===== config.mk =====
export PLATFORM = sky130hd
export DESIGN_NAME = tpf_fault_unit
export DESIGN_NICKNAME = d
export VERILOG_FILES = /design/src/common/tpf_pkg.sv /design/src/logic/tpf_fault_unit.sv /design/src/logic/tpf_trace_detect.sv
export VERILOG_INCLUDE_DIRS = /design/src /design/src/common
export SDC_FILE = /design/constraint.sdc
export NUM_CORES = 1
export LEC_CHECK = 0
export ABC_CLOCK_PERIOD_IN_PS = 2900
export BUFFER_PORTS_ARGS = -buffer_cell sky130_fd_sc_hd__buf_4
export CAP_MARGIN = 20
export CORE_MARGIN = 3
export CORE_UTILIZATION = 40
export DETAILED_ROUTE_END_ITERATION = 8
export PLACE_DENSITY = 0.71
export SKIP_CTS_REPAIR_TIMING = 1
export SLEW_MARGIN = 10
export SYNTH_ARGS = -nofsm -noshare
export SYNTH_HDL_FRONTEND = slang
export SYNTH_HIERARCHICAL = 1
export SYNTH_SLANG_ARGS = --single-unit

===== constraint.sdc =====
create_clock -name clock_in -period 2.9 [get_ports clock_in]
set_input_delay 0.435 -clock clock_in [delete_from_list [all_inputs] [get_ports clock_in]]
set_output_delay 0.435 -clock clock_in [all_outputs]
set_load 0.05 [all_outputs]

===== src/common/tpf_params.svh =====
// Constants for the trace, protection and type fault unit
`ifndef TPF_PARAMS_SVH
`define TPF_PARAMS_SVH

`define TPF_TYPE_TRACE      4'h1
`define TPF_TYPE_PROT       4'h7
`define TPF_TYPE_TYPE       4'hA
`define TPF_SUB_PROT_LEN    8'h02
`define TPF_SUB_TYPE_MISM   8'h01
`define TPF_BIT_INSTR       1
`define TPF_BIT_BRANCH      2
`define TPF_BIT_CALL        3
`define TPF_BIT_RETURN      4
`define TPF_BIT_PRERET      5
`define TPF_BIT_SUPER       6
`define TPF_BIT_MARK        7
`define TPF_RRR_SUPER_A     3'h2
`define TPF_RRR_SUPER_B     3'h3
`define TPF_PFP_PRERET_BIT  3
`define TPF_RESET_SUBTYPE   8'h00
`define TPF_RESET_TYPE      4'h0

`endif


===== src/common/tpf_pkg.sv =====
// Types for the trace, protection and type fault unit
package tpf_pkg;
    typedef logic [3:0] tpf_ftype_t;
    typedef logic [7:0] tpf_subtype_t;
    typedef enum logic [1:0] {
        TPF_HANDLER_NONE,
        TPF_HANDLER_TRACE,
        TPF_HANDLER_OTHER
    } tpf_handler_e;
endpackage


===== src/logic/tpf_fault_unit.sv =====
// Trace, protection and type fault detection and reporting
`timescale 1ns/1ps
`include "tpf_params.svh"

module tpf_fault_unit #(
    parameter int ADDR_W = 32,
    parameter int IDX_W  = 8
) (
    // Clock and reset
    input  wire logic                 clock_in,
    input  wire logic                 resetn_in,
    // Trace and process controls
    input  wire logic [7:0]           trace_controls_reg_in,
    input  wire logic                 trace_enable_bit_in,
    input  wire logic                 user_mode_in,
    // Issue stage, before execution
    input  wire logic                 issue_valid_in,
    input  wire logic [ADDR_W-1:0]    issue_ip_in,
    input  wire logic                 issue_is_ret_in,
    input  wire logic                 pfp_preret_flag_in,
    input  wire logic                 issue_privileged_in,
    input  wire logic                 issue_is_calls_in,
    input  wire logic [IDX_W-1:0]     issue_calls_index_in,
    input  wire logic [IDX_W-1:0]     sys_table_len_in,
    // Retire stage, after execution
    input  wire logic                 done_valid_in,
    input  wire logic [ADDR_W-1:0]    done_ip_in,
    input  wire logic [ADDR_W-1:0]    done_next_ip_in,
    input  wire logic                 done_is_branch_in,
    input  wire logic                 done_taken_in,
    input  wire logic                 done_is_call_in,
    input  wire logic                 done_is_bal_in,
    input  wire logic                 done_implicit_call_in,
    input  wire logic                 done_is_ret_in,
    input  wire logic                 done_calls_super_in,
    input  wire logic [2:0]           done_rrr_in,
    input  wire logic                 done_is_mark_in,
    input  wire logic                 done_is_fmark_in,
    input  wire logic                 done_bp_match_in,
    input  wire logic                 done_other_fault_in,
    input  wire logic                 irq_pending_in,
    // Memory-mapped write checks
    input  wire logic                 wr_valid_in,
    input  wire logic                 wr_super_mmr_in,
    input  wire logic                 wr_prot_ram_in,
    input  wire logic                 ram_prot_en_in,
    input  wire logic                 wr_timer_in,
    input  wire logic                 timer_prot_en_in,
    input  wire logic [ADDR_W-1:0]    wr_ip_in,
    // Handler return from dispatch
    input  wire logic                 handler_return_in,
    // Fault report to dispatch
    output logic                      fault_valid_out,
    output tpf_pkg::tpf_ftype_t       fault_type_out,
    output tpf_pkg::tpf_subtype_t     fault_subtype_out,
    output logic [ADDR_W-1:0]         fault_ip_out,
    output logic                      fault_ip_valid_out,
    output logic [ADDR_W-1:0]         resume_instr_pointer_out,
    output logic                      resume_valid_out,
    output logic                      set_preret_flag_out,
    output logic                      suppress_exec_out,
    output logic                      trace_pending_out,
    output logic                      trace_active_out
);
    import tpf_pkg::*;

    if (ADDR_W < 2 || IDX_W < 1) begin : g_bad_width
        $error("tpf_fault_unit: bad widths");
    end

    // Set inside the trace handler; clears the trace enable as seen by the logic
    logic               in_trace_h_r;
    logic               trace_pending_r;
    tpf_subtype_t       pend_sub_r;
    logic [ADDR_W-1:0]  pend_ip_r;
    logic [ADDR_W-1:0]  pend_next_r;
    logic               pend_implicit_r;

    logic               fault_valid_r;
    tpf_ftype_t         fault_type_r;
    tpf_subtype_t       fault_subtype_r;
    logic [ADDR_W-1:0]  fault_ip_r;
    logic               fault_ip_valid_r;
    logic [ADDR_W-1:0]  rip_r;
    logic               rip_valid_r;
    logic               set_preret_r;
    logic               suppress_r;

    wire logic te_eff = trace_enable_bit_in && !in_trace_h_r;

    // Issue-time and memory-mapped write checks
    wire logic prot_hit  = issue_valid_in && issue_is_calls_in &&
                           (issue_calls_index_in >= sys_table_len_in);
    wire logic priv_hit  = issue_valid_in && user_mode_in && issue_privileged_in;
    wire logic preret_hit = issue_valid_in && issue_is_ret_in && pfp_preret_flag_in &&
                            trace_controls_reg_in[`TPF_BIT_PRERET] && te_eff;
    wire logic wr_hit    = wr_valid_in && ((wr_super_mmr_in && user_mode_in) ||
                           (wr_prot_ram_in && ram_prot_en_in) ||
                           (wr_timer_in && timer_prot_en_in && user_mode_in));

    // Retire-time trace detection
    logic [7:0] det_events;
    tpf_trace_detect u_detect (
        .mode_in           (trace_controls_reg_in),
        .is_branch_in      (done_is_branch_in),
        .taken_in          (done_taken_in),
        .is_call_in        (done_is_call_in),
        .is_bal_in         (done_is_bal_in),
        .implicit_call_in  (done_implicit_call_in),
        .is_ret_in         (done_is_ret_in),
        .is_calls_super_in (done_calls_super_in),
        .rrr_in            (done_rrr_in),
        .is_mark_in        (done_is_mark_in),
        .is_fmark_in       (done_is_fmark_in),
        .bp_match_in       (done_bp_match_in),
        .events_out        (det_events)
    );

    wire logic       done_trace = done_valid_in && te_eff && (det_events != 8'h00);
    // Trace waits while another fault or interrupt is taken first
    wire logic       defer      = done_other_fault_in || irq_pending_in;
    wire logic       busy       = prot_hit || priv_hit || preret_hit || wr_hit;
    wire logic       fire_pend  = trace_pending_r && !defer && !busy && !done_trace;
    wire logic       fire_now   = done_trace && !defer && !busy && !trace_pending_r;
    wire logic       fire_trace = fire_pend || fire_now;
    wire tpf_subtype_t tr_sub   = fire_pend ? pend_sub_r : det_events;
    wire logic [ADDR_W-1:0] tr_ip   = fire_pend ? pend_ip_r : done_ip_in;
    wire logic [ADDR_W-1:0] tr_next = fire_pend ? pend_next_r : done_next_ip_in;
    wire logic       tr_impl    = fire_pend ? pend_implicit_r : done_implicit_call_in;
    wire logic       tr_call    = tr_sub[`TPF_BIT_CALL];

    // Pending trace capture, held until it fires or a protection fault clears it
    always_ff @(posedge clock_in or negedge resetn_in) begin
        if (!resetn_in) begin
            trace_pending_r <= 1'b0;
            pend_sub_r      <= `TPF_RESET_SUBTYPE;
            pend_ip_r       <= '0;
            pend_next_r     <= '0;
            pend_implicit_r <= 1'b0;
        end else if (done_trace && !fire_now && !trace_pending_r) begin
            trace_pending_r <= 1'b1;
            pend_sub_r      <= det_events;
            pend_ip_r       <= done_ip_in;
            pend_next_r     <= done_next_ip_in;
            pend_implicit_r <= done_implicit_call_in;
        end else if (fire_pend || prot_hit) begin
            trace_pending_r <= 1'b0;
        end
    end

    // Handler state: tracing is cleared on trace-handler entry
    always_ff @(posedge clock_in or negedge resetn_in) begin
        if (!resetn_in) begin
            in_trace_h_r <= 1'b0;
        end else if ((fire_trace || preret_hit) && !in_trace_h_r) begin
            in_trace_h_r <= 1'b1;
        end else if (handler_return_in) begin
            in_trace_h_r <= 1'b0;
        end
    end

    // Report selection, by priority
    always_ff @(posedge clock_in or negedge resetn_in) begin
        if (!resetn_in) begin
            fault_valid_r    <= 1'b0;
            fault_type_r     <= `TPF_RESET_TYPE;
            fault_subtype_r  <= `TPF_RESET_SUBTYPE;
            fault_ip_r       <= '0;
            fault_ip_valid_r <= 1'b0;
            rip_r            <= '0;
            rip_valid_r      <= 1'b0;
            set_preret_r     <= 1'b0;
            suppress_r       <= 1'b0;
        end else begin
            fault_valid_r <= 1'b0;
            set_preret_r  <= 1'b0;
            suppress_r    <= 1'b0;
            if (preret_hit) begin
                fault_valid_r    <= 1'b1;
                fault_type_r     <= `TPF_TYPE_TRACE;
                fault_subtype_r  <= 8'h01 << `TPF_BIT_PRERET;
                fault_ip_valid_r <= 1'b0;
                rip_r            <= issue_ip_in;
                rip_valid_r      <= 1'b1;
                suppress_r       <= 1'b1;
            end else if (prot_hit) begin
                fault_valid_r    <= 1'b1;
                fault_type_r     <= `TPF_TYPE_PROT;
                fault_subtype_r  <= `TPF_SUB_PROT_LEN;
                fault_ip_r       <= issue_ip_in;
                fault_ip_valid_r <= 1'b1;
                rip_r            <= issue_ip_in;
                rip_valid_r      <= 1'b1;
                suppress_r       <= 1'b1;
            end else if (priv_hit || wr_hit) begin
                fault_valid_r    <= 1'b1;
                fault_type_r     <= `TPF_TYPE_TYPE;
                fault_subtype_r  <= `TPF_SUB_TYPE_MISM;
                fault_ip_r       <= priv_hit ? issue_ip_in : wr_ip_in;
                fault_ip_valid_r <= 1'b1;
                rip_valid_r      <= 1'b0;
                suppress_r       <= 1'b1;
            end else if (fire_trace) begin
                fault_valid_r    <= 1'b1;
                fault_type_r     <= `TPF_TYPE_TRACE;
                fault_subtype_r  <= tr_sub;
                fault_ip_r       <= tr_ip;
                fault_ip_valid_r <= !(tr_impl && tr_call);
                rip_r            <= tr_next;
                rip_valid_r      <= 1'b1;
                set_preret_r     <= tr_call;
            end
        end
    end

    assign fault_valid_out          = fault_valid_r;
    assign fault_type_out           = fault_type_r;
    assign fault_subtype_out        = fault_subtype_r;
    assign fault_ip_out             = fault_ip_r;
    assign fault_ip_valid_out       = fault_ip_valid_r;
    assign resume_instr_pointer_out = rip_r;
    assign resume_valid_out         = rip_valid_r;
    assign set_preret_flag_out      = set_preret_r;
    assign suppress_exec_out        = suppress_r;
    assign trace_pending_out        = trace_pending_r;
    assign trace_active_out         = in_trace_h_r;

    // Checks
    property p_prot;
        @(posedge clock_in) disable iff (!resetn_in)
        (prot_hit && !preret_hit) |=> fault_valid_out && fault_type_out == 4'h7 && fault_subtype_out == 8'h02
            && resume_instr_pointer_out == fault_ip_out && suppress_exec_out;
    endproperty
    a_prot: assert property (p_prot) else $error("protection fault report wrong");

    property p_preret_alone;
        @(posedge clock_in) disable iff (!resetn_in)
        preret_hit |=> fault_subtype_out == 8'h20 && !fault_ip_valid_out && suppress_exec_out;
    endproperty
    a_preret_alone: assert property (p_preret_alone) else $error("prereturn not alone");

    property p_te_gate;
        @(posedge clock_in) disable iff (!resetn_in)
        (!trace_enable_bit_in && !trace_pending_r && !preret_hit) |=> !(fault_valid_out && fault_type_out == 4'h1);
    endproperty
    a_te_gate: assert property (p_te_gate) else $error("trace without enable");

    property p_defer;
        @(posedge clock_in) disable iff (!resetn_in)
        (done_trace && defer && !trace_pending_r) |=> trace_pending_r;
    endproperty
    a_defer: assert property (p_defer) else $error("trace not held behind other event");

    property p_irq;
        @(posedge clock_in) disable iff (!resetn_in)
        (irq_pending_in && !preret_hit) |=> !(fault_valid_out && fault_type_out == 4'h1);
    endproperty
    a_irq: assert property (p_irq) else $error("trace before interrupt");

    property p_handler;
        @(posedge clock_in) disable iff (!resetn_in)
        (fire_trace && !in_trace_h_r && !handler_return_in) |=> in_trace_h_r;
    endproperty
    a_handler: assert property (p_handler) else $error("tracing not cleared in handler");

    property p_rip;
        @(posedge clock_in) disable iff (!resetn_in)
        (fire_now && !preret_hit && !busy) |=> resume_instr_pointer_out == $past(done_next_ip_in);
    endproperty
    a_rip: assert property (p_rip) else $error("trace resume pointer wrong");

    property p_type;
        @(posedge clock_in) disable iff (!resetn_in)
        (priv_hit && !prot_hit && !preret_hit) |=> fault_type_out == 4'hA && fault_ip_out == $past(issue_ip_in)
            && !resume_valid_out;
    endproperty
    a_type: assert property (p_type) else $error("type fault report wrong");

    property p_call_flag;
        @(posedge clock_in) disable iff (!resetn_in)
        (fire_trace && tr_call && !busy) |=> set_preret_flag_out;
    endproperty
    a_call_flag: assert property (p_call_flag) else $error("prereturn flag not set");
endmodule


===== src/logic/tpf_trace_detect.sv =====
// Combinational detector of the trace event kinds for one instruction
`timescale 1ns/1ps
`include "tpf_params.svh"

module tpf_trace_detect (
    // Trace controls mode bits, bit n enables subtype n
    input  wire logic [7:0] mode_in,
    // Retired instruction description
    input  wire logic       is_branch_in,
    input  wire logic       taken_in,
    input  wire logic       is_call_in,
    input  wire logic       is_bal_in,
    input  wire logic       implicit_call_in,
    input  wire logic       is_ret_in,
    input  wire logic       is_calls_super_in,
    input  wire logic [2:0] rrr_in,
    input  wire logic       is_mark_in,
    input  wire logic       is_fmark_in,
    input  wire logic       bp_match_in,
    // Detected subtype bits, before the trace enable gate
    output logic      [7:0] events_out
);
    wire logic ev_instr  = 1'b1;
    wire logic ev_branch = is_branch_in && taken_in && !is_call_in && !is_bal_in;
    wire logic ev_call   = is_call_in || is_bal_in || implicit_call_in;
    wire logic ev_super  = is_calls_super_in ||
                           (is_ret_in && (rrr_in == `TPF_RRR_SUPER_A || rrr_in == `TPF_RRR_SUPER_B));
    wire logic ev_mark   = is_mark_in || is_fmark_in || bp_match_in;
    wire logic [7:0] raw = {ev_mark, ev_super, 1'b0, is_ret_in, ev_call, ev_branch, ev_instr, 1'b0};

    assign events_out = raw & mode_in & 8'hDE;
endmodule

# Word-level counts from Yosys, hierarchy flattened
# Cells that the tools add are included.
word_totals:
  wordCells: 127
  regBits: 154
  out_inout_bits: 83
  input_bits: 184
op_classes:
  n_bitwise: 2
  reduce_logical: 63
  eq_ne: 3
  magnitude_cmp: 1
  n_mux: 43
ops:
  columns: ["operator", "n"]
  rows:
  - ["$mux W32", 10]
  - ["$mux W8", 5]
  - ["$logic_and A1 B1 Y1", 30]
  - ["$mux W1", 24]
  - ["$logic_or A1 B1 Y1", 16]
  - ["$mux W4", 4]
  - ["$logic_not A1 Y1", 9]
  - ["$and A8 B8 Y8", 1]
  - ["$ge A8 B8 Y1", 1]
  - ["$reduce_bool A8 Y1", 1]
  - ["$eq A3 B2 Y1 const B", 2]
  - ["$reduce_bool A3 Y1", 2]
  - ["$reduce_and A2 Y1", 2]
  - ["$reduce_bool A2 Y1", 2]
  - ["$reduce_bool A4 Y1", 1]
  - ["$ne A3 B3 Y1 const B", 1]
  - ["$not A1 Y1", 1]

# Logic depth before layout (Yosys ltp)
# Gate-level depths: netlist of run 1.
depth:
  depth_word: 16
  mapped_depth: 10
  depth_no_buf: 8

# Cells and area by module
# The synthesis of run 1 kept the hierarchy.
by_module_without_submodules:
  columns: ["mod", "area_each_um2", "cells_per_inst", "instances"]
  rows:
  - ["tpf_fault_unit", 8112.8, 638, 1]
  - ["tpf_trace_detect", 76.3, 12, 1]

# Worst setup path after synthesis of run 1
# Ideal clock, no wire load.
synth_timing:
  path_type: "in2reg"
  startpoint: "input port done_is_fmark_in"
  endpoint: "register fault_ip_r[10] (netlist: fault_ip_out[10])"
  required_ns: 2.772
  setup_ns: 0.128
  path_slack_ns: -0.306
  n_path_buf: 2
  arrival_time_ns: 3.078
  path_stages: 9
  cell_sequence: "o31a_1 > or4_1 > o211a_1 > buf_6 > nor4_4 > buf_6 > mux2_1 > a221o_1 > mux2_1"
synth_between:
  elab_chain_cells: 11
  elab_cells_between_ends: 17
synth_lines:
  columns: ["item", "line_no", "rtl"]
  rows:
  - ["start: declaration", "tpf_fault_unit.sv:38", "input wire logic done_is_fmark_in,"]
  - ["$logic_or A1 B1 Y1 (*) (2 in a row)", "tpf_trace_detect.sv:28", "wire logic ev_mark = is_mark_in || is_fmark_in || bp_match_in;"]
  - ["$and A8 B8 Y8 (*)", "tpf_trace_detect.sv:31", "assign events_out = raw & mode_in & 8'hDE;"]
  - ["$reduce_bool A8 Y1 (*)", "tpf_fault_unit.sv:119", "wire logic done_trace = done_valid_in && te_eff && (det_events != 8'h00);"]
  - ["$logic_and A1 B1 Y1 (*)", "tpf_fault_unit.sv:119", null]
  - ["$logic_not A1 Y1 / $logic_and A1 B1 Y1 (equally long branches)", "tpf_fault_unit.sv:123, tpf_fault_unit.sv:124", null]
  - ["$logic_and A1 B1 Y1 (on tied branches)", "tpf_fault_unit.sv:123, tpf_fault_unit.sv:124", null]
  - ["$mux W32 / $logic_and A1 B1 Y1 (equally long branches)", "tpf_fault_unit.sv:127, tpf_fault_unit.sv:124", null]
  - ["$mux W32 / $logic_or A1 B1 Y1 (equally long branches)", "tpf_fault_unit.sv:203, tpf_fault_unit.sv:125", null]
  - ["$mux W32 / $reduce_bool A3 Y1 (equally long branches)", null, null]
  - ["$mux W32 / $reduce_and A2 Y1 (equally long branches)", null, null]
  - ["end signal: assignment", "tpf_fault_unit.sv:190", "fault_ip_r <= issue_ip_in;"]
  - ["end signal: assignment", "tpf_fault_unit.sv:199", "fault_ip_r <= priv_hit ? issue_ip_in : wr_ip_in;"]
  - ["end signal: assignment", "tpf_fault_unit.sv:207", "fault_ip_r <= tr_ip;"]
  - ["end: declaration", "tpf_fault_unit.sv:82", "logic [ADDR_W-1:0] fault_ip_r;"]
# Mark *: on every way between the ends. The rest lies on a longest branch, timed or not. The select of a mux whose other input is x is not followed.
# A chain may end at the register's enable or synchronous reset.

# Final worst setup path of run 1
layout_timing:
  startpoint: "input port done_is_fmark_in"
  endpoint: "register fault_ip_r[23] (netlist: fault_ip_out[23])"
layout_between:
  elab_chain_cells: 11
  elab_cells_between_ends: 17
layout_lines:
  columns: ["item", "line_no", "rtl"]
  rows:
  - ["$logic_or A1 B1 Y1 (*) (2 in a row)", "tpf_trace_detect.sv:28", null]
  - ["$and A8 B8 Y8 (*)", "tpf_trace_detect.sv:31", null]
  - ["named net det_events[7]", "tpf_fault_unit.sv:102", "logic [7:0] det_events;"]
  - ["$reduce_bool A8 Y1 (*)", "tpf_fault_unit.sv:119", null]
  - ["$logic_and A1 B1 Y1 (*)", "tpf_fault_unit.sv:119", null]
  - ["$logic_not A1 Y1 / $logic_and A1 B1 Y1 (equally long branches)", "tpf_fault_unit.sv:123, tpf_fault_unit.sv:124", null]
  - ["$logic_and A1 B1 Y1 (on tied branches)", "tpf_fault_unit.sv:123, tpf_fault_unit.sv:124", null]
  - ["$mux W32 / $logic_and A1 B1 Y1 (equally long branches)", "tpf_fault_unit.sv:127, tpf_fault_unit.sv:124", null]
  - ["$mux W32 / $logic_or A1 B1 Y1 (equally long branches)", "tpf_fault_unit.sv:203, tpf_fault_unit.sv:125", null]
  - ["$mux W32 / $reduce_bool A3 Y1 (equally long branches)", null, null]
  - ["$mux W32 / $reduce_and A2 Y1 (equally long branches)", null, null]
# The timed path passes the listed nets; every way through them passes the cells marked *. The select of a mux whose other input is x is not followed.

==> summary.txt, run 1 <==
outcome -> complete, no violations
final count of pins violating max slew -> 0
Synth top area share -> 47.7%
vias in the first global route -> 6,928
total negative setup slack -> 0 ns
post-route ant nets -> 0
most frequent cells in the layout -> buf_4 (293), mux2_2 (174), dfrtp_1 (156), mux2_1 (48), nand2_1 (43)
crit share post-route -> 99.2%
setup violators final -> 0
Distinct cells, synth -> 51
FILL cells -> 1,695
clk sink count -> 156
Placed Area -> 10,900 µm²
# diodes -> 0
R2R Path Start -> trace_pending_out
Main synth FF type -> dfrtp_1
register-to-register setup slack -> 0.54 ns
Synth Warn # -> 6
Global Route Usage Sum -> 21.5%
Seq/Total Area, Yosys -> 47.7%
crit path cell chain -> buf_4, o31a_1, or4_4, o211a_4, nor4_4, buf_6, buf_12, mux2_1, a221o_1, mux2_1
commonest non-fill, non-tap cell in the layout -> buf_4
Die Wd -> 149 µm
CP Capture Type -> flip-flop
clock skew -> 0.0120 ns
pwr dens -> 905 nW/µm²
Reg clk slew, reported paths -> 0.07 ns
Startpoint Class -> input port
CP delay by family, top -> compound AO/OA/AOI/OAI gates
Core Region -> 19,800 µm²
TritonCTS clock tree -> yes
R2R Path End -> fault_ip_out[23]
Tightest Pin Transition -> 0.789 ns
Buf/Inv on CP -> 3
EDFF count, synth -> 0
H-tree levels -> 4
Synth area leaders -> dfrtp_1 (48%), mux2_2 (24%), mux2_1 (8.0%), a221o_1 (3.9%), nand2_1 (2.0%)
global-route wire length before repair -> 37,200 µm
TritonCTS Buffers -> 17
critical path arrival -> 3.18 ns
Vias -> 6,522
start point of the worst hold path -> handler_return_in
class of the worst hold path -> in2reg
flops & latches, synth -> 156
nets@finish -> 1,131
max-cap viol count -> 0
antenna violations before repair -> 0
DRT iter0 DRCs -> 220
Util after Layout -> 58.2%
Cell Area, Synth -> 8190 µm²
Post-route DRC -> 0
post-layout minimum cycle time -> 2.88 ns
post-route cell area -> 11,500 µm²
RSZ-0062 raised after global routing -> true
cell taking the most area after synthesis -> dfrtp_1
drt pass-1 iters -> 4
die area -> 22,200 µm²
crit-path max FO -> 16
Max transition margin -> 47.4%
critical path data required time -> 3.20 ns
maximum clock insertion buffer count -> 2
Hold Path End -> trace_active_out
CP max-delay cell -> or4_4
VDD IR max -> 0.000464 V
largest net degree at the start of global routing -> 79
Post-Syn Area per Cell -> 12.6 µm²
PortBufs -> 264
footprint of the multi-input gates -> 4090 µm²
gpl congestion -> 0.808
Starting Density -> 41.4%
Core Rows -> 51
Clock Tree Root -> clkbuf_16
Hold Vio Cnt, Final -> 0
Hold Crit Depth -> 2
Critical Path Start -> done_is_fmark_in
Critical Path Most Common Cell -> mux2_1
Area Overhead vs Synth -> 40.6%
vias per inst -> 5.36
global route overflow -> 0
Clock Latency Late Sink -> 0.42 ns
Worst Reg-to-Reg Cells -> 7
post-detailed-route wirelength per cell -> 20.1 µm
fmax -> 0.347 GHz
dpl hpwl -> 17,400 µm
Routed WL -> 24,400 µm
slowest stage delay, CP -> 0.50 ns
FF+latch area -> 3900 µm²
critical path class -> in2reg
share of cells above drive strength 1 -> 57.1%
height of the die -> 149 µm
Top Ports -> 267
Syn Inst Count -> 650
ys async rst share -> 100%
Leak Pwr -> 5.35 nW
[state kept, by name (all words and copies together) (netlist names), 4 cells and up]
signal / cells
fault_ip_out: 32
fault_subtype_out: 8
fault_type_out: 4
pend_ip_r: 32
pend_next_r: 32
pend_sub_r: 8
resume_instr_pointer_out: 32
[power by group]
part | internal [W] | switching [W]
sequential | 0.00314 | 0.000516
combinational | 0.00196 | 0.00271
clock | 0.00117 | 0.000929
total | 0.00627 | 0.00416
[stage by stage]
step,instances,power [W],worst slack (ns),hold WS (ns)
floorplan,651,0.00669,-0.306,0.139
global placement,1179,0.00822,-0.349,0.415
finish,1217,0.0104,0.0223,0.216
CTS,1211,0.0105,0.0466,-0.0354
global route,1217,0.0110,-0.0196,0.201
detailed placement,1179,0.00835,-0.400,0.413
[metal layers]
metal / vias up / global-route usage (%) / share of wire [%]
met5: - / 0 / 0
met4: 0 / 7.60 / 2.7
met3: 39 / 6.41 / 6.6
met2: 213 / 36.7 / 49
met1: 3270 / 25.8 / 41
li1: 3000 / - / -
[worst max-delay path by stage]
| stage | depth (start not counted) | slack (ns) | endpoint |
|---|---|---|---|
| after floorplan | 9 | -0.31 | fault_ip_out[10] |
| after global placement | 9 | -0.35 | fault_ip_out[20] |
| after detailed placement | 9 | -0.40 | fault_ip_out[22] |
| after CTS | 9 | 0.05 | fault_ip_out[22] |
| after global routing | 10 | -0.02 | fault_ip_out[23] |
| final | 10 | 0.02 | fault_ip_out[23] |
[layout make-up]
| type | instances | share of cell area [%] |
|---|---|---|
| multi-input combinational | 437 | 35.5 |
| sequential | 156 | 33.9 |
| timing repair buffer | 314 | 22.4 |
| clock buffer | 21 | 4.09 |
| tap | 265 | 2.88 |
| clock inverter | 11 | 0.739 |
| inverter | 13 | 0.424 |
[cell families (layout without fill, tap and decap cells)]
| kind of cell | after synthesis | after routing | synth area share [%] |
|---|---|---|---|
| flops | 156 | 156 | 47.7 |
| other cells | 1 | 2 | 0.0458 |
| mux | 241 | 241 | 33.0 |
| xor+xnor | 1 | 1 | 0.107 |
| buf+inv | 58 | 359 | 3.45 |
| compound gates | 71 | 71 | 7.90 |
| fa+ha+maj | 8 | 8 | 1.22 |
| simple gates | 114 | 114 | 6.60 |
[cell usage after synthesis (all sizes together), types with 2 or more instances]
cell,instances
mux2,232
dfrtp,156
nand2,45
nor3,33
a221o,32
buf,26
clkbuf,19
nor2,16
inv,12
mux2i,9
ha,8
nand3,7
a21oi,6
a21o,5
o2bb2ai,5
and3,3
o21ai,3
a221oi,2
nand2b,2
nand4,2
o211ai,2
o31a,2
or4,2
[worst reg2reg max path: stages, from the launching register on]
cell and delay (ns):
dfrtp_1 0.51, clkinv_1 0.20, nor4_4 0.25, buf_6 0.18, buf_12 0.20, mux2_1 0.34, a221o_1 0.29, mux2_1 0.28
Power figures use the tool's default switching activity.
==> inputs of run 2 (changes only) <==
Settings changed: REMOVE_ABC_BUFFERS set to 1.
==> run 2 against run 1 <==
The run now ends with negative setup slack left. Sequential share of layout area down 0.38 points. Sequential power about the same. Via count fell by 1.4%. Clock power barely moved. Core utilization is 0.65 points higher. Count of clock-buffer cells in the layout decreased by 3. Design area grew 1.1%. Hold slack got worse by 0.0035 ns. Non-clock buffer count unchanged. Largest cell class unchanged. Largest power group unchanged. Highest routed layer unchanged.
==> summary.txt, run 2 (synthesis results as in run 1) <==
outcome -> finished with violations
violated checks -> negative setup slack
PortBufs -> 264 (unchanged)
post-detailed-route wirelength per cell -> 19.8 µm (-1.4%)
DRT iter0 DRCs -> 260 (+18%)
start point of the worst hold path -> handler_return_in
register-to-register setup slack -> 0.51 ns (-0.03 ns)
clk sink count -> 156 (unchanged)
Reg clk slew, reported paths -> 0.07 ns (about the same)
height of the die -> 149 µm (unchanged)
H-tree levels -> 4 (unchanged)
Routed WL -> 24,100 µm (-1.4%)
VDD IR max -> 0.000517 V (+11%)
critical path data required time -> 3.20 ns (about the same)
total negative setup slack -> -0.220 ns (-0.220 ns)
Hold Vio Cnt, Final -> 0 (unchanged)
vias in the first global route -> 6,682 (-3.6%)
R2R Path Start -> trace_pending_out
crit-path max FO -> 4 (-12)
gpl congestion -> 0.806 (-0.25%)
Core Rows -> 51 (unchanged)
Clock Latency Late Sink -> 0.42 ns (about the same)
critical path arrival -> 3.25 ns (+0.07 ns)
final count of pins violating max slew -> 0 (unchanged)
crit share post-route -> 102% (+2.4 points)
global-route wire length before repair -> 35,800 µm (-3.9%)
die area -> 22,200 µm² (unchanged)
post-route ant nets -> 0 (unchanged)
post-layout minimum cycle time -> 2.95 ns (+0.0705 ns)
antenna violations before repair -> 0 (unchanged)
FILL cells -> 1,670 (-1.5%)
Area Overhead vs Synth -> 42.2%
commonest non-fill, non-tap cell in the layout -> buf_4
hold slack -> 0.212 ns (-0.00349 ns)
most frequent cells in the layout -> buf_4 (289), mux2_2 (163), dfrtp_1 (156), nand2_1 (43), mux2_4 (43)
Util after Layout -> 58.9% (+0.65 points)
Tightest Pin Transition -> 0.792 ns (+0.00374 ns)
max-cap viol count -> 0 (unchanged)
critical path class -> in2reg
vias per inst -> 5.28 (-1.4%)
largest net degree at the start of global routing -> 77 (-2.5%)
Clock Tree Root -> clkbuf_16
drt pass-1 iters -> 6 (+2)
Post-route DRC -> 0 (unchanged)
global route overflow -> 0 (unchanged)
Critical Path Start -> done_bp_match_in
Worst Reg-to-Reg Cells -> 8 (+1)
Die Wd -> 149 µm (unchanged)
pwr dens -> 901 nW/µm² (-0.46%)
nets@finish -> 1,131 (unchanged)
clock skew -> 0.0117 ns (-0.000272 ns)
TritonCTS clock tree -> yes
fmax -> 0.339 GHz (-2.4%)
share of cells above drive strength 1 -> 59.3% (+2.2 points)
RSZ-0062 raised after global routing -> true
Startpoint Class -> input port
Vias -> 6,431 (-1.4%)
maximum clock insertion buffer count -> 2 (unchanged)
Pwr Total -> 0.0105 W (+0.66%)
setup violators final -> 15 (+15)
Top Ports -> 267 (unchanged)
Core Region -> 19,800 µm² (unchanged)
# diodes -> 0 (unchanged)
dpl hpwl -> 16,300 µm (-6.3%)
Starting Density -> 41.4% (unchanged)
Leak Pwr -> 5.46 nW (+2.0%)
class of the worst hold path -> in2reg
TritonCTS Buffers -> 17 (unchanged)
Hold Crit Depth -> 2 (unchanged)
Hold Path End -> trace_active_out
worst slack, placed -> -0.468 ns (-0.0684 ns)
Max transition margin -> 47.2% (-0.25 points)
min setup slack post-route -> -0.0482 ns (-0.0705 ns)
CP Capture Type -> flip-flop
R2R Path End -> fault_ip_out[11]
Global Route Usage Sum -> 20.6% (-0.88 points)
## run 2: layer usage
metal | GRT usage [%] | wire, µm | vias to the layer above
met1 | 25.7 | 10200 | 3218
met3 | 6.84 | 1850 | 20
met5 | 0 | 0 | -
met4 | 4.94 | 306 | 0
li1 | - | - | 2999
met2 | 34.8 | 11800 | 194
## run 2: worst max path at each step
stage,to,depth (start not counted)
after CTS,fault_ip_out[11],9
final,fault_ip_out[11],11
after floorplan,pend_implicit_r,8
after detailed placement,fault_ip_out[16],9
after global routing,fault_ip_out[25],11
after global placement,fault_ip_out[25],9
## run 2: metrics by stage
stage               area [µm²]  cells
global route             11600   1217
detailed placement       10800   1172
CTS                      11300   1204
finish                   11600   1217
global placement         10800   1172
floorplan                 7960    606
## run 2: report_power, final
part / switching (W) / total (W) / internal (W)
Clock: 0.000974 / 0.00209 / 0.00111
Combinational: 0.00270 / 0.00475 / 0.00204
Sequential: 0.000523 / 0.00366 / 0.00313
## run 2: layout make-up
class                   count  area, µm²  share of cell area (%)
multi-input cells         437       4210                    36.2
flip-flops and latches    156       3900                    33.5
repair buffers            314       2610                    22.4
clock buffers              18        429                    3.69
well taps                 265        332                    2.85
clock inverters            14        113                   0.967
inverters                  13       48.8                   0.419
## run 2: worst max-delay path, cell delays in order
cell,delay (ns)
buf_6,0.09
o31a_1,0.33
or4_4,0.54
o211a_4,0.26
nor4_4,0.28
buf_6,0.18
buf_6,0.11
buf_8,0.12
mux2_4,0.31
a221o_1,0.33
mux2_4,0.26
